--- config.mk ---
export PLATFORM = sky130hd
export DESIGN_NAME = sdp_top
export DESIGN_NICKNAME = d
export VERILOG_FILES = /design/src/verilog/sdp_pkg.sv /design/src/verilog/sdp_sync.sv /design/src/verilog/sdp_top.sv
export SDC_FILE = /design/constraint.sdc
export NUM_CORES = 1
export LEC_CHECK = 0
export ABC_AREA = 1
export ABC_CLOCK_PERIOD_IN_PS = 4200
export BUFFER_PORTS_ARGS = -buffer_cell sky130_fd_sc_hd__buf_4
export CAP_MARGIN = 10
export CORE_ASPECT_RATIO = 1.5
export CORE_MARGIN = 5
export CORE_UTILIZATION = 30
export CTS_BUF_LIST = sky130_fd_sc_hd__clkbuf_4 sky130_fd_sc_hd__clkbuf_8
export DETAILED_ROUTE_END_ITERATION = 10
export PLACE_DENSITY = 0.45
export SKIP_LAST_GASP = 1
export SLEW_MARGIN = 20
export SYNTH_ARGS = -nofsm -noshare
export SYNTH_HDL_FRONTEND = slang
export SYNTH_SLANG_ARGS = --single-unit
--- constraint.sdc ---
create_clock -name REF_CLK -period 4.2 [get_ports REF_CLK]
set_input_delay 1.26 -clock REF_CLK [delete_from_list [all_inputs] [get_ports REF_CLK]]
set_output_delay 1.26 -clock REF_CLK [all_outputs]
set_load 0.01 [all_outputs]
--- src/verilog/sdp_pkg.sv ---
// Package of constants and carrier types for the serial debug port
package sdp_pkg;
  // ==========================================================
  // Word layout
  localparam int          CMD_W       = 8;
  localparam int          DATA_W      = 24;
  localparam int          CMD_RW_BIT  = 7;           // 1 = read
  localparam int          CMD_GO_BIT  = 6;           // 1 = leave debug after command
  localparam int          CMD_ADDR_W  = 5;
  localparam int          REG_NUM     = 32;
  localparam int          BITCNT_W    = 5;
  // ==========================================================
  // Timing in ns, and counts in processor clock cycles
  localparam int          CLK_NS      = 50;
  localparam int          ACK_NS      = 100;
  localparam logic [3:0]  ACK_CYC     = 4'((ACK_NS + CLK_NS - 1) / CLK_NS);
  localparam logic [3:0]  HIZ_CYC     = 4'h2;        // Release time before turning a pin
  // ==========================================================
  // Status encoding on the two status pins
  localparam logic [1:0]  ST_NORMAL   = 2'h0;
  localparam logic [1:0]  ST_STOPWAIT = 2'h1;
  localparam logic [1:0]  ST_EXCEPT   = 2'h2;
  localparam logic [1:0]  ST_DEBUG    = 2'h3;
  localparam logic [1:0]  ST_RESET    = 2'h0;
  localparam logic [DATA_W-1:0] DATA_RST = 24'h000000;

  typedef enum {
    SDP_RUN, SDP_FINISH, SDP_REL, SDP_ACK0, SDP_CMD, SDP_ACK1, SDP_DATA, SDP_ACK2, SDP_EXIT
  } sdp_state_e;

  // Processor side of the debug access
  typedef struct packed {
    logic                  wr;
    logic                  rd;
    logic [CMD_ADDR_W-1:0] addr;
    logic [DATA_W-1:0]     wdata;
  } sdp_acc_s;

  // Output value and enable of a two-way pin
  typedef struct packed {
    logic o;
    logic oe;
  } sdp_pin_s;
endpackage : sdp_pkg

--- src/verilog/sdp_sync.sv ---
// Three-stage input synchroniser with agreement filter
`timescale 1ns/1ns
module sdp_sync (
  input  wire logic clk,                  // Processor clock
  input  wire logic rst_n,                // Synchronous reset
  input  wire logic rst_val,              // Level held during reset
  input  wire logic din,                  // Asynchronous input
  output logic      dout                  // Filtered level
);
  logic s1;
  logic s2;
  logic s3;

  // ==========================================================
  // Only s2 reads s1; a change counts on_chip_emulation_port s2 and s3 agree
  always_ff @(posedge clk) begin
    s1 <= din;
    s2 <= s1;
    s3 <= s2;
    if (!rst_n) begin
      dout <= rst_val;
    end else if (s2 == s3) begin
      dout <= s3;
    end
  end
endmodule : sdp_sync

--- src/verilog/sdp_top.sv ---
// Serial debug port with shared status pins
`timescale 1ns/1ns
module sdp_top
  import sdp_pkg::*;
(
  input  wire logic                         REF_CLK,      // Processor clock, 20 MHz
  input  wire logic                         RSTN,         // Synchronous reset, low active
  input  wire logic                         DEBUG_REQUEST_N, // Debug request from controller
  input  wire logic                         DEBUG_DATA_IN_OR_STATUS0_I, // Data pin level
  output logic                              DEBUG_DATA_IN_OR_STATUS0_O, // Data pin drive value
  output logic                              DEBUG_DATA_IN_OR_STATUS0_OE, // Data pin drive enable
  input  wire logic                         DEBUG_CLOCK_OR_STATUS1_I, // Clock pin level
  output logic                              DEBUG_CLOCK_OR_STATUS1_O, // Clock pin drive value
  output logic                              DEBUG_CLOCK_OR_STATUS1_OE, // Clock pin drive enable
  output logic                              DEBUG_SERIAL_OUT, // Serial data and acknowledge
  input  wire logic [1:0]                   CORE_STATE,   // Core state, sdp_pkg encoding
  input  wire logic                         INSTR_DONE,   // Current instruction finished
  output logic                              CORE_HALT,    // Core held in debug mode
  output logic                              ACC_WR,       // Debug register write pulse
  output logic                              ACC_RD,       // Debug register read pulse
  output logic [CMD_ADDR_W-1:0]             ACC_ADDR,     // Debug register number
  output logic [DATA_W-1:0]                 ACC_WDATA,    // Debug write data
  input  wire logic [DATA_W-1:0]            ACC_RDATA     // Debug read data, taken as the read acknowledge after ACC_RD ends
);
  import sdp_pkg::*;

  sdp_state_e        state;
  sdp_state_e        next_state;
  logic              dclk;
  logic              dclk_q;
  logic              din;
  logic              req_n;
  logic [DATA_W-1:0] shreg;
  logic [BITCNT_W-1:0] bitcnt;
  logic [3:0]        tmr;
  logic              is_read;
  logic              go_flag;
  logic [CMD_ADDR_W-1:0] addr;
  sdp_acc_s          acc;

  // ==========================================================
  // Input synchronisers; the clock pin is sampled like data
  sdp_sync u_clk (.clk(REF_CLK), .rst_n(RSTN), .rst_val(1'b0),
                  .din(DEBUG_CLOCK_OR_STATUS1_I), .dout(dclk));
  sdp_sync u_din (.clk(REF_CLK), .rst_n(RSTN), .rst_val(1'b0),
                  .din(DEBUG_DATA_IN_OR_STATUS0_I), .dout(din));
  sdp_sync u_req (.clk(REF_CLK), .rst_n(RSTN), .rst_val(1'b1),
                  .din(DEBUG_REQUEST_N), .dout(req_n));

  // ==========================================================
  // Edge detection; edges only matter on_chip_emulation_port pins are inputs
  wire  in_debug  = (state == SDP_CMD) || (state == SDP_DATA) || (state == SDP_ACK0)
                    || (state == SDP_ACK1) || (state == SDP_ACK2);
  wire  fall      = dclk_q & ~dclk & in_debug;
  wire  rise      = ~dclk_q & dclk & in_debug;
  wire  last_bit  = (bitcnt == 5'h00);
  wire  tmr_done  = (tmr == 4'h0);
  // Bit count of the word now shifting, less one
  wire  [BITCNT_W-1:0] cmd_len  = BITCNT_W'(CMD_W - 1);
  wire  [BITCNT_W-1:0] data_len = BITCNT_W'(DATA_W - 1);
  // Status value shown when the pins are outputs; follows the same decode as the enables
  // so a pin never shows the debug code in the cycle it turns back to status
  wire  [1:0] status = ((next_state == SDP_RUN) || (next_state == SDP_FINISH)) ? CORE_STATE : ST_DEBUG;

  // ==========================================================
  // Next-state decode
  always_comb begin
    next_state = state;
    case (state)
      SDP_RUN:    if (!req_n) next_state = SDP_FINISH;
      SDP_FINISH: if (INSTR_DONE) next_state = SDP_REL;
      SDP_REL:    if (tmr_done) next_state = SDP_ACK0;
      SDP_ACK0:   if (tmr_done && req_n) next_state = SDP_CMD;
      SDP_CMD:    if (fall && last_bit) next_state = SDP_ACK1;
      SDP_ACK1:   if (tmr_done) next_state = SDP_DATA;
      SDP_DATA:   if ((is_read ? rise : fall) && last_bit) next_state = SDP_ACK2;
      SDP_ACK2:   if (tmr_done) next_state = go_flag ? SDP_EXIT : SDP_CMD;
      SDP_EXIT:   if (tmr_done) next_state = SDP_RUN;
      default:    next_state = SDP_RUN;
    endcase
    // Request while in debug resets the serial controller
    if (in_debug && !req_n && state != SDP_ACK0) next_state = SDP_ACK0;
  end

  // ==========================================================
  // State, timers and edge history
  always_ff @(posedge REF_CLK) begin
    if (!RSTN) begin
      state  <= SDP_RUN;
      dclk_q <= 1'b0;
      tmr    <= 4'h0;
    end else begin
      state  <= next_state;
      dclk_q <= dclk;
      if (next_state != state) begin
        tmr <= (next_state == SDP_REL || next_state == SDP_EXIT) ? HIZ_CYC : ACK_CYC;
      end else if (!tmr_done) begin
        tmr <= tmr - 4'h1;
      end
    end
  end

  // ==========================================================
  // Shift register: input MSB first on fall, output MSB on rise
  always_ff @(posedge REF_CLK) begin
    if (!RSTN) begin
      shreg   <= DATA_RST;
      bitcnt  <= 5'h00;
      is_read <= 1'b0;
      go_flag <= 1'b0;
      addr    <= 5'h00;
    end else if (next_state == SDP_CMD && state != SDP_CMD) begin
      bitcnt  <= cmd_len;
    end else if (state == SDP_CMD && fall) begin
      shreg   <= {shreg[DATA_W-2:0], din};
      bitcnt  <= bitcnt - 5'h01;
      if (last_bit) begin
        is_read <= shreg[CMD_RW_BIT-1];
        go_flag <= shreg[CMD_GO_BIT-1];
        addr    <= {shreg[CMD_ADDR_W-2:0], din};
      end
    end else if (state == SDP_ACK1 && tmr_done) begin
      bitcnt  <= data_len;
      if (is_read) shreg <= ACC_RDATA;
    end else if (state == SDP_DATA && !is_read && fall) begin
      shreg   <= {shreg[DATA_W-2:0], din};
      bitcnt  <= bitcnt - 5'h01;
    end else if (state == SDP_DATA && is_read && rise) begin
      shreg   <= {shreg[DATA_W-2:0], 1'b0};
      bitcnt  <= bitcnt - 5'h01;
    end
  end

  // ==========================================================
  // Core access strobes; read strobed as its acknowledge starts, data taken when it ends
  always_comb begin
    acc       = '0;
    acc.addr  = addr;
    acc.wdata = shreg;
    acc.rd    = (state == SDP_CMD) && fall && last_bit && shreg[CMD_RW_BIT-1];
    acc.wr    = (state == SDP_DATA) && !is_read && fall && last_bit;
  end

  // ==========================================================
  // Registered pin drivers
  always_ff @(posedge REF_CLK) begin
    if (!RSTN) begin
      DEBUG_DATA_IN_OR_STATUS0_O  <= 1'b0;
      DEBUG_DATA_IN_OR_STATUS0_OE <= 1'b1;
      DEBUG_CLOCK_OR_STATUS1_O    <= 1'b0;
      DEBUG_CLOCK_OR_STATUS1_OE   <= 1'b1;
      DEBUG_SERIAL_OUT            <= 1'b1;
      CORE_HALT                   <= 1'b0;
      ACC_WR                      <= 1'b0;
      ACC_RD                      <= 1'b0;
      ACC_ADDR                    <= 5'h00;
      ACC_WDATA                   <= DATA_RST;
    end else begin
      // Pins drive status only in run and finish; released otherwise
      DEBUG_DATA_IN_OR_STATUS0_O  <= status[0];
      DEBUG_DATA_IN_OR_STATUS0_OE <= (next_state == SDP_RUN) || (next_state == SDP_FINISH);
      DEBUG_CLOCK_OR_STATUS1_O    <= status[1];
      DEBUG_CLOCK_OR_STATUS1_OE   <= (next_state == SDP_RUN) || (next_state == SDP_FINISH);
      // Low pulse in acknowledge states, MSB of the shifter while reading data, else high
      if (next_state == SDP_ACK0 || next_state == SDP_ACK1 || next_state == SDP_ACK2) begin
        DEBUG_SERIAL_OUT <= 1'b0;
      end else if (state == SDP_DATA && is_read) begin
        DEBUG_SERIAL_OUT <= shreg[DATA_W-1];
      end else begin
        DEBUG_SERIAL_OUT <= 1'b1;
      end
      CORE_HALT <= (next_state != SDP_RUN) && (next_state != SDP_FINISH);
      ACC_WR    <= acc.wr;
      ACC_RD    <= acc.rd;
      ACC_ADDR  <= acc.rd ? {shreg[CMD_ADDR_W-2:0], din} : acc.addr;
      ACC_WDATA <= {acc.wdata[DATA_W-2:0], din};
    end
  end
endmodule : sdp_top
======== Yosys cells after proc, flatten, opt, wreduce, memory -nomap -nowiden ========
Index checks and enable logic that the tools add are counted.
storage, ports and cells
  logic and storage cells ................. 133
  output and inout bits ................... 37
  register bits ........................... 121
operators by class
  equal/unequal tests ..................... 27
  muxes and demuxes ....................... 29
  add/subtract/negate cells ............... 2
  reductions and logical operators ........ 36
  bitwise gates (word level) .............. 8
operators by type and width
  kind                   number
  $mux W32               10
  $pmux W32 S9           1
  $eq A32 B4 Y1 const B  8
  $eq A32 B3 Y1 const B  6
  $mux W24               5
  $eq A32 B2 Y1 const B  3
  $logic_not A32 Y1      2
  $eq A32 B1 Y1 const B  1
  $ne A32 B2 Y1 const B  1
  $ne A32 B3 Y1 const B  1
  $ne A32 B32 Y1         1
  $ne A32 B4 Y1 const B  1
  $reduce_bool A32 Y1    1
  $mux W5                5
  $logic_and A1 B1 Y1    16
  $logic_or A1 B1 Y1     7
  $mux W2                3
  $reduce_and A3 Y1      2
  $logic_not A5 Y1       1
  $reduce_bool A5 Y1     1
  $sub A5 B1 Y5 const B  1
  $and A1 B1 Y1          4
  $logic_not A4 Y1       1
  $mux W4                1
  10 further kinds       19

======== Logic depth before layout (Yosys ltp) ========
Gate-level depths: netlist of the first run.
  word-level depth ........................ 15
  depth in mapped cells ................... 18
  mapped depth without buffers ............ 18

======== Hierarchy ========
A second synthesis of the first run with hierarchy kept.
second synthesis, totals
  cell total of the unflattened synthesis .. 658
  area, all modules ....................... 4917.2 um^2
modules (own cells, without submodules)
  module    seq. area each (um^2)  area an instance (um^2)  times used  cells an instance
  sdp_top   2182.1                 4549.4                   1           622
  sdp_sync  90.1                   122.6                    3           12

======== Worst setup path before layout of the first run ========
Ideal clock, no wire load.
  path kind ............................... input port to flip-flop
  from .................................... input INSTR_DONE
  to ...................................... register bitcnt[1]
  library setup time ...................... 64 ps
  required time ........................... 4136 ps
  arrival ................................. 2008 ps
  path buffers ............................ 0
  path slack .............................. 2128 ps
  stages on the path ...................... 9
  path through ............................ nor2_1 > inv_1 > a21oi_1 > nand3_1 > nor2_1 > nand3_1 > nand3_1 > nand2_1 > nor2_1
on the way
  cells in the longest elaborated chain, start to end .. 6
  elaborated cells on any way between the ends .. 7
  classes of those cells .................. 1 x eq/ne; 4 x mux; 2 x reduce/logical
ends and longest elaborated chain
  element                                                         RTL line        text
  from (decl)                                                     sdp_top.sv:17   input wire logic INSTR_DONE,
  $mux W32 *                                                      sdp_top.sv:71   SDP_FINISH: if (INSTR_DONE) next_state = SDP_REL;
  $pmux W32 S9 *                                                  sdp_top.sv:69   case (state)
  $mux W32 *                                                      sdp_top.sv:82   if (in_debug && !req_n && state != SDP_ACK0) next_state = SDP_ACK0;
  $eq A32 B4 Y1 *                                                 sdp_top.sv:112  end else if (next_state == SDP_CMD && state != SDP_CMD) begin
  $logic_and A1 B1 Y1 *                                           sdp_top.sv:112
  $reduce_bool A5 Y1 (no line) / $mux W3 (equally long branches)  n/a
  to (signal assigned)                                            sdp_top.sv:113  bitcnt <= cmd_len;
  to (signal assigned)                                            sdp_top.sv:116  bitcnt <= bitcnt - 5'h01;
  to (signal assigned)                                            sdp_top.sv:123  bitcnt <= data_len;
  to (decl)                                                       sdp_top.sv:34   logic [BITCNT_W-1:0] bitcnt;
Mark *: on every way between the ends. The rest lies on a longest branch, timed or not.
A chain may end at the register's enable or synchronous reset.

======== Final worst setup path of the first run ========
  from .................................... register state[11]
  to ...................................... register shreg[20]
on the way
  cells in the longest elaborated chain, start to end .. 15
  elaborated cells on any way between the ends .. 53
  classes of those cells .................. 17 x eq/ne; 15 x mux; 3 x bitwise; 18 x reduce/logical
ends and longest elaborated chain
  element                                  RTL line                      text
  from (decl)                              sdp_top.sv:27                 sdp_state_e state;
  from (signal assigned)                   sdp_top.sv:93                 state <= next_state;
  $eq A32 B4 Y1, on equally long branches  n/a
  $logic_or A1 B1 Y1 (2 in a row)          sdp_top.sv:52                 wire in_debug = (state == SDP_CMD) || (state == SDP_DATA) || (state == SDP_ACK0)
  $logic_or A1 B1 Y1 (2 in a row)          sdp_top.sv:53                 || (state == SDP_ACK1) || (state == SDP_ACK2);
  $and A1 B1 Y1, on equally long branches  sdp_top.sv:54, sdp_top.sv:55
  $mux W1                                  sdp_top.sv:76                 SDP_DATA: if ((is_read ? rise : fall) && last_bit) next_state = SDP_ACK2;
  $logic_and A1 B1 Y1                      sdp_top.sv:76
  $mux W32                                 sdp_top.sv:76
  $pmux W32 S9                             sdp_top.sv:69
  $mux W32                                 sdp_top.sv:82
  $eq A32 B4 Y1                            sdp_top.sv:112
  $logic_and A1 B1 Y1                      sdp_top.sv:112
  $not A1 Y1 (no line)                     n/a
  $reduce_and A3 Y1 (no line)              n/a
  to (signal assigned)                     sdp_top.sv:115                shreg <= {shreg[DATA_W-2:0], din};
  to (signal assigned)                     sdp_top.sv:126                shreg <= {shreg[DATA_W-2:0], din};
  to (signal assigned)                     sdp_top.sv:129                shreg <= {shreg[DATA_W-2:0], 1'b0};
  to (decl)                                sdp_top.sv:33                 logic [DATA_W-1:0] shreg;
Parallel ways exist; a longest one is shown, timed or not.

==> reports/summary.md, run 1 <==
The flow ran to the end, and the final reports show no timing, DRC or antenna violations. During placement, the flow inserted port buffers numbering 68. For this design the total switching power over the nets is 533 uW.

The H-tree was split into 4 levels. The die height was 162 um. The type of element capturing the critical path was a flop.

In this run the core area contains 55 standard-cell rows. The number of distinct library cells after synthesis was 33. At the later pin of the worst-skew pair, clock insertion delay measures 0.43 ns. The biggest fanout along the worst timing path was 48; the fmax was 0.336 GHz. Leaving out fill and tap cells, the most frequent cells in the layout are sky130_fd_sc_hd__nand2_1, sky130_fd_sc_hd__dfxtp_1, sky130_fd_sc_hd__buf_4, sky130_fd_sc_hd__inv_1, sky130_fd_sc_hd__nor2_1. For this run, global-route usage on met2 was measured as 23.3%. The path with the worst hold slack has its endpoint at u_din.s2. The logs give 0.328 ns for the worst-case hold slack and 2 for the buffer levels on the longest clock path.

The worst hold path passes through 0 cells. For the count of nets left with antenna violations after detail routing, the log shows 0. The commonest non-fill, non-tap cell in the layout was sky130_fd_sc_hd__nand2_1. Hold repair after CTS inserted 0 buffers. The dominant combinational cell family by area after synthesis was simple AND/OR/NAND/NOR gates. The worst setup skew after layout came out at 0.0105 ns. The setup slack on the worst flop-to-flop path was 1.23 ns.

The half-perimeter wire length of the detailed placement result was 8240 um. After clock tree synthesis, the setup repair step added 0 buffers. For met3 alone, demand over resource in global routing was 3.62%.

The number of antenna cells inserted came out at 0. Part of the Yosys area used for sequential elements: 52.5%. Number of global-route vias before repair: 3917. The final worst-path setup slack was 1.23 ns; the part of the cycle the worst path needs was 70.8%. After synthesis, the mean cell area works out to 7.77 sq um. The worst setup path is launched from a flop. In this run the tightest slew margin relative to its limit is 53.2%. The share of cells above drive strength 1 came out at 18.3%.

For the final routed database, the setup TNS stands at 0 ns. The largest net degree at the start of global routing is 76, and the post-cts repair resize count is 0. The final route contains 4011 vias. Using the TritonRoute via totals, the vias-per-cell ratio works out to 4.46. In this run the horizontal extent of the chip is 111 um. For this run, the detailed router's first-pass iteration total came to 4. The number of top-level pins was 69.

Setup repair after global routing left no endpoint under its margin. The initial antenna violation count is 0. The fraction of synthesized cell area in xor and xnor cells was 0%.

Dividing the detail-routed wire length by the instance count gives 12.9 um. The count of endpoints failing setup in the final report was 0. The run gives 47.6% as the sequential share of power. The total area inside the core boundary comes to 15100 sq um. The layer carrying the most global-route usage was met2. The portion of synthesized area spent on multiplexers is 0%. In the synthesized netlist the dominant register cell turns out to be sky130_fd_sc_hd__dfxtp_1. For the part of the total power dissipated in the clock network, the log shows 50.0%. For the worst setup path, the data arrival time is 3.33 ns. The number of enable-type register cells in the synthesized netlist is 0. The post-synthesis sequential element count came out at 121. Clock transition at the register clock pins on the worst setup and hold paths after CTS: 0.07 ns.

For this run, the number of Yosys warnings is 0. The run gives 0 as the final-report max-slew violation count. The startpoint identified for the worst register-to-register timing path is state[11]. The tool flagged a number of max-cap violations equal to 0. The area enclosed by the die boundary is 18000 sq um. For the global placement routability congestion, the log shows 0.892.

Worst min-delay path class: flop to flop. The power density of the placed cells was 424 nW/um^2; the number of hold-slack violations in the final timing report was 0. TritonCTS built the clock tree. For this block, the initial DRC count from the detailed router was 157.

Synthesis produced a netlist whose cell count is 594. Of the total synthesized cell area, the portion taken by AND, OR, NAND and NOR gates is 25.4%. The first global-routing pass estimated 18800 um of wire. The capturing point of the worst reg2reg path was shreg[20]. After synthesis, the share of flip-flops with an asynchronous set or reset is 0%. In this run the most critical hold path is launched from u_din.s1.

The clock drives 121 sinks. The overall routed net length is 11600 um. The tools report the global routing met1 resource utilization as 14.2%.

The mapped netlist covers 4610 sq um. Synthesized-area fraction occupied by ao, oa, aoi and oai cells: 13.0%. The net count of the finished layout was 720; the design internal power was 1940 uW.

The area overhead of the layout relative to synthesis was 26.6%. Global routing consumed, over all layers together, 13.0% of the routing resources. The worst-case IR drop observed on VDD is 0.204 mV. The tools report the combinational group share of total power as 2.4%. OpenSTA, run right after detailed placement, puts the worst setup slack at 1.19 ns. For the pin with the worst max-slew slack, the measured transition is 0.702 ns. Counting cells, the worst reg-to-reg path comes to 14. Type of the setup path with the least slack: flop to flop.

In this run switching power makes up 21.5% of total power. The adder-cell share of the synthesized area is 0.271%, and the initial cell density of the core is 30.5%. The cell sitting at the root of the clock tree is a sky130_fd_sc_hd__clkbuf_8. The analysis attributes to cell leakage a power of 0.00283 uW. The run gives 17 as the number of buffers inserted during clock tree synthesis. The worst path in the final design needs a cycle of 2.97 ns, including I/O delays and setup. The total congestion overflow after global routing came out at 0.

The tools report the detailed-route DRC error count as 0. The run gives 4.56 ns as the worst endpoint required time.
layer usage:
metal	share of wire, %	up-vias	routed length [um]
met3	4.4	19	514
met1	42	1820	4840
met5	0	-	0
met4	1.9	0	217
met2	52	95	6030
li1	-	2077	-
cells in the mapped netlist (3+ instances only):
master,n,area share (%)
sky130_fd_sc_hd__nor4_1,3,0.41
sky130_fd_sc_hd__inv_1,69,5.6
sky130_fd_sc_hd__nor2_2,11,1.5
sky130_fd_sc_hd__dfxtp_1,121,52
sky130_fd_sc_hd__nand2_1,140,11
sky130_fd_sc_hd__buf_1,3,0.24
sky130_fd_sc_hd__nand4_1,9,1.2
sky130_fd_sc_hd__a31oi_1,24,3.3
sky130_fd_sc_hd__nor3_1,12,1.3
sky130_fd_sc_hd__o21ai_0,27,2.9
sky130_fd_sc_hd__buf_6,4,0.98
sky130_fd_sc_hd__o21ai_1,24,2.6
sky130_fd_sc_hd__inv_2,5,0.41
sky130_fd_sc_hd__nor2_1,59,4.8
sky130_fd_sc_hd__a21oi_1,21,2.3
sky130_fd_sc_hd__clkbuf_1,12,0.98
sky130_fd_sc_hd__nand3_1,27,2.9
registers in the layout, indices dropped and copies added, names as in the netlist, 4 cells and up:
name and flops:
ACC_ADDR 5, ACC_WDATA 24, addr 5, bitcnt 5
shreg 24, state 32, tmr 4
power by group through the flow:
stage	Sequential, uW	Clock (uW)	Combinational, uW
3_5_place_dp	1200	0	59.3
6_report	1180	1240	58.9
3_3_place_gp	1200	0	59.7
2_1_floorplan	1200	0	27.6
4_1_cts	1180	1270	59.5
5_1_grt	1180	1330	66.3
cell type report:
cell class                 count  area, sq um
tap                          199          249
clock inverter                13          215
fill                        1626         9300
multi-input combinational    403         1890
timing repair buffer          70          526
sequential                   121         2420
inverter                      74          278
clock buffer                  19          262
stage by stage:
step | utilization (%) | std cells | area [sq um] | power, uW
after floorplan | - | 621 | 4720 | 1230
final | 38.6 | 899 | 5840 | 2470
after CTS | 38.6 | 899 | 5840 | 2510
after global routing | 38.6 | 899 | 5840 | 2570
after global placement | 35.4 | 867 | 5360 | 1260
after detailed placement | 35.4 | 867 | 5360 | 1260
cell families (layout without fill, tap and decap cells):
kind of cell    count (synthesis)  after routing
fa+ha+maj                       1              1
flops                         121            121
other cells                     1             28
compound gates                106            106
simple gates                  268            268
buf+inv                        97            176
critical path, cell delays in order, from the launching register on:
cell and delay, ns:
sky130_fd_sc_hd__dfxtp_1 0.30, sky130_fd_sc_hd__nor2_1 0.09, sky130_fd_sc_hd__nand2_1 0.06, sky130_fd_sc_hd__nor2_1 0.51, sky130_fd_sc_hd__nand2_1 0.19, sky130_fd_sc_hd__nor2_4 0.20, sky130_fd_sc_hd__inv_2 0.11, sky130_fd_sc_hd__nor2_8 0.10
sky130_fd_sc_hd__inv_2 0.21, sky130_fd_sc_hd__o21ai_1 0.18, sky130_fd_sc_hd__nor2_2 0.10, sky130_fd_sc_hd__a21oi_4 0.11, sky130_fd_sc_hd__buf_4 0.43, sky130_fd_sc_hd__o21ai_1 0.11, sky130_fd_sc_hd__a31oi_1 0.17
worst max-delay path by stage:
stage	start	endpoint	slack, ns	cells after the start
global placement	state[11]	shreg[20]	1.17	14
floorplan	INSTR_DONE	bitcnt[1]	2.13	9
global route	state[9]	bitcnt[3]	0.78	13
detailed placement	state[11]	shreg[13]	1.19	14
finish	state[11]	shreg[20]	1.23	14
CTS	state[11]	shreg[20]	1.16	14
Power figures use the tool's default switching activity.
==> run 2: changes to the inputs <==
ABC_AREA = 0   (was 1)
ABC_CLOCK_PERIOD_IN_PS = 3000   (was 4200)
PLACE_DENSITY = 0.46   (was 0.45)
clock period = 3 ns   (was 4.2 ns; I/O delays follow)
==> run 2 against run 1 <==
Effect of this change: worst setup slack lost 0.55 ns; global-route usage decreased by 0.91 points; core utilization grew 0.35 points; first-iteration DRC count down 5.1%; critical path type unchanged; largest cell class unchanged; highest routed layer unchanged.
==> reports/summary.md, run 2 <==
Worst min-delay path class: flop to flop (unchanged). The part of the cycle the worst path needs is 77.4% (was 70.8%). The switching power share of the total is 22.1% (was 21.5%).

The arrival time of data at the critical path endpoint came out at 2.63 ns (was 3.33 ns). The total net switching power came out at 721 uW (was 533 uW). The logs give 50.7% (was 47.6%) for the sequential share of power and 0 (unchanged) for the count of nets left with antenna violations after detail routing. The fmax is 0.431 GHz (was 0.336 GHz), and the largest net degree at the start of global routing is 49 (was 76). The most instantiated flip-flop cell in the synthesis netlist was sky130_fd_sc_hd__dfxtp_1 (unchanged). The run gives 14000 sq um (was 15100 sq um) as the core area.

The fill cell instance count of the final layout is 1399 (was 1626), and the post-synthesis instance area is 4270 sq um (was 4610 sq um). For the detailed-route DRC error count, the log shows 0 (unchanged). Type of the setup path with the least slack: flop to flop (unchanged). The average cell area after synthesis works out to 9.55 sq um (was 7.77 sq um). Most instantiated cells after synthesis: sky130_fd_sc_hd__dfxtp_1, sky130_fd_sc_hd__nand2_1, sky130_fd_sc_hd__o21ai_0 (was sky130_fd_sc_hd__nand2_1, sky130_fd_sc_hd__dfxtp_1, sky130_fd_sc_hd__inv_1). The area overhead of the layout relative to synthesis works out to 27.5% (was 26.6%).

The capturing point of the worst reg2reg path is DEBUG_CLOCK_OR_STATUS1_O (was shreg[20]). The post-cts repair resize count was 0 (unchanged); the proportion of synthesized flip-flops having asynchronous set or reset was 0% (unchanged). The pin slew with the least headroom to its limit was 0.747 ns (was 0.702 ns). The overall routed net length is 9800 um (was 11600 um). The run finished with clean final reports. The biggest fanout along the worst timing path was 5 (was 48); the buffer levels on the longest clock path was 2 (unchanged). The tools report the worst endpoint required time as 3.31 ns (was 4.56 ns). The tools report the worst setup slack after placement as 0.558 ns (was 1.19 ns). The logs give 0.875 (was 0.892) for the global placement routability congestion and 0.0163 ns (was 0.0105 ns) for the worst setup skew after layout. Highest-count cells in the layout ignoring fill and taps: sky130_fd_sc_hd__dfxtp_1, sky130_fd_sc_hd__buf_4, sky130_fd_sc_hd__nand2_1, sky130_fd_sc_hd__o21ai_0 (was sky130_fd_sc_hd__nand2_1, sky130_fd_sc_hd__dfxtp_1, sky130_fd_sc_hd__buf_4, sky130_fd_sc_hd__inv_1, sky130_fd_sc_hd__nor2_1).

The via count of the routed design is 3401 (was 4011), and the combined global-route utilization of all metal layers is 12.1% (was 13.0%). Commonest non-fill, non-tap cell in the layout: sky130_fd_sc_hd__dfxtp_1 (was sky130_fd_sc_hd__nand2_1). Cell with the most instances after synthesis: sky130_fd_sc_hd__dfxtp_1 (was sky130_fd_sc_hd__nand2_1). The tools report the part of the total power dissipated in the clock network as 46.7% (was 50.0%). The part of the Yosys area used for sequential elements was 56.7% (was 52.5%). The half-perimeter wire length of the detailed placement result was 6770 um (was 8240 um).

The run gives 0 ns (unchanged) as the aggregate negative setup slack. The leakage power total is 0.00212 uW (was 0.00283 uW). Leading post-synthesis cells by cell area: sky130_fd_sc_hd__dfxtp_1, sky130_fd_sc_hd__nand2_1, sky130_fd_sc_hd__a31oi_1, sky130_fd_sc_hd__o21ai_0, sky130_fd_sc_hd__and2_1 (was sky130_fd_sc_hd__dfxtp_1, sky130_fd_sc_hd__nand2_1, sky130_fd_sc_hd__inv_1, sky130_fd_sc_hd__nor2_1, sky130_fd_sc_hd__a31oi_1). The final-report max-slew violation count was 0 (unchanged).

The share of cells above drive strength 1 works out to 22.0% (was 18.3%). The clock transition at the register clock pins on the worst setup and hold paths after CTS came out at 0.08 ns (was 0.07 ns). The run gives 0 (unchanged) as the total congestion overflow after global routing. The type of element capturing the critical path was a flop (unchanged). The level count of the clock H-tree is 4 (unchanged). The register containing the most flip-flops in the final layout was state (unchanged). The final worst-path setup slack was 0.679 ns (was 1.23 ns); the power density of the placed cells was 599 nW/um^2 (was 424 nW/um^2). The combinational group share of total power was 2.6% (was 2.4%). Clock period minus final worst setup slack: 2.32 ns (was 2.97 ns).

The cell accounting for the most synthesized area is sky130_fd_sc_hd__dfxtp_1 (unchanged). Biggest registers after layout: state: 32 flops, ACC_WDATA: 24 flops, shreg: 24 flops (unchanged). For the number of buffers inserted during clock tree synthesis, the log shows 17 (unchanged). The count of endpoints failing setup in the final report is 0 (unchanged). Number of enable-type register cells in the synthesized netlist: 0 (unchanged). The logs give 0 (unchanged) for the count of warnings emitted by yosys and 149 (was 157) for the count of routing violations after the opening detailed-route iteration. The number of port buffers is 68 (unchanged), and the design internal power is 2540 uW (was 1940 uW).

The routed wirelength normalized by instance count was 13.1 um (was 12.9 um); the initial antenna violation count was 0 (unchanged). The logs give 447 (was 594) for the post-synthesis cell count and 16800 sq um (was 18000 sq um) for the area enclosed by the die boundary. The width of the die works out to 107 um (was 111 um). CTS root buffer: sky130_fd_sc_hd__clkbuf_8 (unchanged). For the number of top-level pins, the log shows 69 (unchanged). The flip-flop count of the largest register, all copies and words added was 32 (unchanged).

The worst hold path endpoint is u_req.s2 (was u_din.s2). TritonCTS built the clock tree. The wire length of the first global-routing pass was 16000 um (was 18800 um). Post-synthesis sequential element count: 121 (unchanged). Hold path startpoint: u_req.s1 (was u_din.s1).

The tools report the number of global-route vias before repair as 3286 (was 3917). The tools report the row count as 53 (was 55). The share of the core filled with cells in the final layout is 38.9% (was 38.6%). The number of distinct library cells after synthesis came out at 56 (was 33). Setup repair after global routing left no endpoint under its margin.

The depth of the worst register-to-register path works out to 8 (was 14). The tools report the setup slack on the worst flop-to-flop path as 0.68 ns (was 1.23 ns). The number of antenna cells inserted was 0 (unchanged). The number of instances on the worst hold path is 0 (unchanged). The startpoint kind of the worst setup timing path is a flop (unchanged). The initial cell density of the core is 30.5% (about the same).

The die height was 156 um (was 162 um). The number of maximum-capacitance violations is 0 (unchanged). The run gives 0 (unchanged) as the number of hold-slack violations in the final timing report. The number of sinks driven by the clock tree is 121 (unchanged). The mean number of vias per cell was 4.55 (was 4.46); the cts-stage hold buffer count was 0 (unchanged).

The run gives 0.245 mV (was 0.204 mV) as the maximum resistive drop on vdd. The logs give 4 (unchanged) for the count of TritonRoute iterations in the first routing pass and 50.2% (was 53.2%) for the worst slew margin relative to its limit. The tools report the reg-to-reg critical path startpoint as bitcnt[0] (was state[11]). The logs give 0.43 ns (about the same) for the clock latency reported for the late side of the worst-skew pair and 0 (unchanged) for the post-CTS repair timing setup buffer count. The net count of the finished layout was 575 (was 720); the share of Yosys cell area claimed by the top area cell type was 56.7% (was 52.5%).
-- run 2: cell types whose count changed after synthesis, moves of 19 or more --
cell,before,now
sky130_fd_sc_hd__nand2_1,140,71
sky130_fd_sc_hd__o21ai_1,24,2
sky130_fd_sc_hd__inv_1,69,7
sky130_fd_sc_hd__nor2_1,59,20
sky130_fd_sc_hd__and2_1,0,27
sky130_fd_sc_hd__nand3_1,27,8
-- run 2: power groups by stage --
stage / clock, uW / sequential (uW) / combinational [uW]
floorplan: 0 / 1680 / 41.6
global placement: 0 / 1690 / 85.7
detailed placement: 0 / 1690 / 85.3
CTS: 1580 / 1650 / 85.9
global route: 1660 / 1660 / 96.1
finish: 1520 / 1650 / 85.9
-- run 2: layout make-up --
class | count | area, sq um | area share (%)
sequential | 121 | 2420 | 44.5
multi-input combinational | 320 | 1770 | 32.5
timing repair buffer | 75 | 563 | 10.3
clock buffer | 19 | 255 | 4.69
tap | 192 | 240 | 4.41
clock inverter | 13 | 170 | 3.12
inverter | 7 | 26.3 | 0.482
-- run 2: per-layer routing --
metal  vias up  routed length (um)  global-route usage (%)
met1      1561                4160                    13.9
met2        96                4770                    19.7
met3        23                 569                    3.69
li1       1721                   -                       -
met5         -                   0                       0
met4         0                 304                    7.04
-- run 2: per-stage QoR --
stage          instances  power, uW  hold slack, ns  instance area, sq um
2_1_floorplan        474       1730           0.310                  4370
3_5_place_dp         715       1770           0.313                  5020
5_1_grt              747       3410           0.340                  5450
3_3_place_gp         715       1770           0.310                  5020
6_report             747       3260           0.329                  5450
4_1_cts              747       3320           0.331                  5450
-- run 2: worst max-delay path by stage --
stage / slack, ns / end / start / cells after the start
detailed placement: 0.56 / bitcnt[3] / INSTR_DONE / 6
floorplan: 0.88 / bitcnt[3] / tmr[0] / 7
global route: 0.48 / DEBUG_CLOCK_OR_STATUS1_O / bitcnt[0] / 8
finish: 0.68 / DEBUG_CLOCK_OR_STATUS1_O / bitcnt[0] / 8
CTS: 0.67 / bitcnt[3] / state[26] / 6
global placement: 0.59 / bitcnt[3] / INSTR_DONE / 6
-- run 2: worst max-delay path, stage by stage (launching register included) --
cell	delay, ns
sky130_fd_sc_hd__dfxtp_1	0.34
sky130_fd_sc_hd__inv_1	0.06
sky130_fd_sc_hd__ha_1	0.18
sky130_fd_sc_hd__nor4b_2	0.38
sky130_fd_sc_hd__nand2_1	0.20
sky130_fd_sc_hd__a21oi_1	0.19
sky130_fd_sc_hd__o21ai_1	0.13
sky130_fd_sc_hd__o311a_1	0.43
sky130_fd_sc_hd__o31a_1	0.29
-- run 2: cell families after synthesis --
| group | count (synthesis) | synth area share, % |
|---|---|---|
| compound gates | 105 | 15.0 |
| mux | 7 | 1.64 |
| simple gates | 175 | 21.1 |
| xor+xnor | 4 | 0.821 |
| flops | 121 | 56.7 |
| buf+inv | 33 | 4.37 |
| fa+ha+maj | 1 | 0.293 |
| other cells | 1 | 0.0878 |
==> run 3: changes to the inputs <==
ABC_CLOCK_PERIOD_IN_PS = 2260   (was 3000)
clock period = 2.26 ns   (was 3 ns; I/O delays follow)
==> run 3 against run 2 <==
Effect of this change: clock-buffer cell count shrank 1; combinational power grew 41%; clock power grew 21%; core utilization rose by 1.3 points; design area grew 3.3%; sequential share of layout area shrank 1.4 points; global-route usage up 0.17 points.
==> reports/summary.md, run 3 (synthesis gave the netlist of run 2 again) <==
The worst min-delay path class was flop to flop (unchanged). The biggest fanout along the worst timing path is 6 (was 5), and the clock period minus final worst setup slack is 2.15 ns (was 2.32 ns). The area used by multi-input combinational logic is 1810 sq um (was 1770 sq um). The commonest non-fill, non-tap cell in the layout was sky130_fd_sc_hd__dfxtp_1 (unchanged). The mean number of vias per cell is 4.56 (was 4.55), and the row count is 53 (unchanged).

The half-perimeter wire length of the detailed placement result was 7070 um (was 6770 um); the core area was 14000 sq um (unchanged). The flip-flop count of the largest register, all copies and words added came out at 32 (unchanged). The overall routed net length was 10100 um (was 9800 um). For the level count of the clock H-tree, the log shows 4 (unchanged). The width of the die is 107 um (unchanged). The hold path startpoint is u_req.s1 (unchanged). The die height came out at 156 um (unchanged). The tools report the worst setup slack after placement as -0.00875 ns (was 0.558 ns). The tools report the capturing point of the worst reg2reg path as bitcnt[3] (was DEBUG_CLOCK_OR_STATUS1_O). The area enclosed by the die boundary was 16800 sq um (unchanged). The clock transition at the register clock pins on the worst setup and hold paths after CTS was 0.07 ns (was 0.08 ns); the number of sinks driven by the clock tree was 121 (unchanged). The worst-case hold slack was 0.327 ns (was 0.329 ns). The final-report max-slew violation count is 0 (unchanged). The number of maximum-capacitance violations came out at 0 (unchanged).

The tools report the startpoint kind of the worst setup timing path as a flop (unchanged). The buffer levels on the longest clock path is 2 (unchanged), and the number of port buffers is 68 (unchanged). The number of global-route vias before repair was 3392 (was 3286); the count of TritonRoute iterations in the first routing pass was 4 (unchanged).

The fmax was 0.466 GHz (was 0.431 GHz). The number of buffers inserted during clock tree synthesis came out at 17 (unchanged). Reg-to-reg critical path startpoint: tmr[2] (was bitcnt[0]).

The maximum resistive drop on vdd is 0.289 mV (was 0.245 mV). The clock latency reported for the late side of the worst-skew pair was 0.43 ns (about the same). Highest-count cells in the layout ignoring fill and taps: sky130_fd_sc_hd__dfxtp_1, sky130_fd_sc_hd__buf_4, sky130_fd_sc_hd__nand2_1, sky130_fd_sc_hd__o21ai_0 (unchanged). The tools report the leakage power total as 0.00224 uW (was 0.00212 uW). Cells along the critical path: or4_4, o21ai_2, a221oi_1, a2111oi_2, nand4_2, and4_1 (was inv_1, ha_1, nor4b_2, nand2_1, a21oi_1, o21ai_1, o311a_1, o31a_1).

The fill cell instance count of the final layout is 1409 (was 1399), and the initial antenna violation count is 0 (unchanged). The run gives 69 (unchanged) as the number of top-level pins. Setup repair after global routing could not meet its margin everywhere. The routed wirelength normalized by instance count is 13.2 um (was 13.1 um). The global placement routability congestion was 0.907 (was 0.875). The run gives 5170 sq um (was 5020 sq um) as the standard cell area after detailed placement.

For the number of antenna cells inserted, the log shows 0 (unchanged). The register containing the most flip-flops in the final layout is state (unchanged). TritonCTS built the clock tree. The power density of the placed cells was 739 nW/um^2 (was 599 nW/um^2). The pin slew with the least headroom to its limit is 0.715 ns (was 0.747 ns).

The worst endpoint required time is 2.58 ns (was 3.31 ns), and the count of routing violations after the opening detailed-route iteration is 189 (was 149). The detailed-route DRC error count is 0 (unchanged). The master of the slowest instance on the critical path was sky130_fd_sc_hd__or4_4 (was sky130_fd_sc_hd__o311a_1). The setup slack on the worst flop-to-flop path was 0.11 ns (was 0.68 ns); the initial cell density of the core was 30.5% (unchanged).

The run gives 49 (unchanged) as the largest net degree at the start of global routing. The number of hold-slack violations in the final timing report is 0 (unchanged), and the wire length of the first global-routing pass is 16200 um (was 16000 um). Biggest registers after layout: state: 32 flops, ACC_WDATA: 24 flops, shreg: 24 flops (unchanged). The tools report the type of element capturing the critical path as a flop (unchanged).

The arrival time of data at the critical path endpoint is 2.47 ns (was 2.63 ns). CTS root buffer: sky130_fd_sc_hd__clkbuf_8 (unchanged). Part of the cycle the worst path needs: 95.0% (was 77.4%).

The flow ran to the end, and the final reports show no timing, DRC or antenna violations. The tools report the worst setup skew after layout as 0.0119 ns (was 0.0163 ns). The run gives 2420 sq um (unchanged) as the sequential cell area.

The type of the setup path with the least slack is flop to flop (unchanged). The run gives 3501 (was 3401) as the via count of the routed design. The number of instances on the worst hold path was 0 (unchanged). The net count of the finished layout was 598 (was 575); the total congestion overflow after global routing was 0 (unchanged). The area overhead of the layout relative to synthesis is 31.8% (was 27.5%), and the worst slew margin relative to its limit is 52.3% (was 50.2%).

The depth of the worst register-to-register path works out to 6 (was 8). The share of cells above drive strength 1 is 25.9% (was 22.0%). The count of endpoints failing setup in the final report came out at 0 (unchanged).

The tools report the worst hold path endpoint as u_req.s2 (unchanged). The final worst-path setup slack came out at 0.113 ns (was 0.679 ns). Largest stage delay on the critical path: 0.59 ns (was 0.43 ns).

The combined global-route utilization of all metal layers was 12.2% (was 12.1%). The run gives 4160 uW (was 3260 uW) as the total power draw. Post-route cell area: 5630 sq um (was 5450 sq um). For the count of nets left with antenna violations after detail routing, the log shows 0 (unchanged).
-- run 3: metrics by stage --
| step | utilization [%] | setup TNS, ns | std cells |
|---|---|---|---|
| final | 40.2 | 0 | 768 |
| after floorplan | - | 0 | 474 |
| after CTS | 39.8 | 0 | 763 |
| after detailed placement | 36.9 | -0.00875 | 731 |
| after global placement | 36.9 | 0 | 731 |
| after global routing | 40.2 | -0.00863 | 768 |
-- run 3: how the worst max path moves through the flow --
| stage | from | slack, ns | endpoint |
|---|---|---|---|
| final | tmr[2] | 0.11 | bitcnt[3] |
| after detailed placement | tmr[2] | -0.009 | bitcnt[3] |
| after global routing | tmr[2] | -0.009 | bitcnt[3] |
| after global placement | tmr[2] | 0.05 | bitcnt[3] |
| after CTS | tmr[2] | 0.02 | bitcnt[3] |
| after floorplan | tmr[0] | 0.14 | bitcnt[3] |
-- run 3: where the power goes --
group          switching [uW]  leakage [uW]  internal [uW]
Clock                     853      0.000183            991
Sequential               20.5      0.000990           2180
Combinational            57.8       0.00107           62.9
-- run 3: cell type report --
type	instances	share of cell area (%)
flip-flops and latches	121	43.0
multi-input cells	320	32.1
repair buffers	98	13.4
clock buffers	18	4.40
well taps	192	4.27
clock inverters	12	2.27
inverters	7	0.467
-- run 3: routing by layer --
metal	vias to the layer above	track usage (%)	wire (um)
li1	1772	-	-
met1	1627	13.8	4340
met2	89	20.7	5050
met3	13	4.39	555
met4	0	5.35	201
met5	-	0	0
-- run 3: repair_timing --
action                                  CTS  global route
gates resized for setup                   1             8
pin swaps                                 2             7
hold buffers                              0             0
endpoints found under the setup margin    9            20
setup buffers                             2             4
gates cloned                              0             1
-- run 3: critical path: cells and delay by family (launching register included) --
kind	cells	cell delay [ns]
AO/OA/AOI/OAI	3	0.65
flip-flops	1	0.34
AND/OR/NAND/NOR	3	1.05
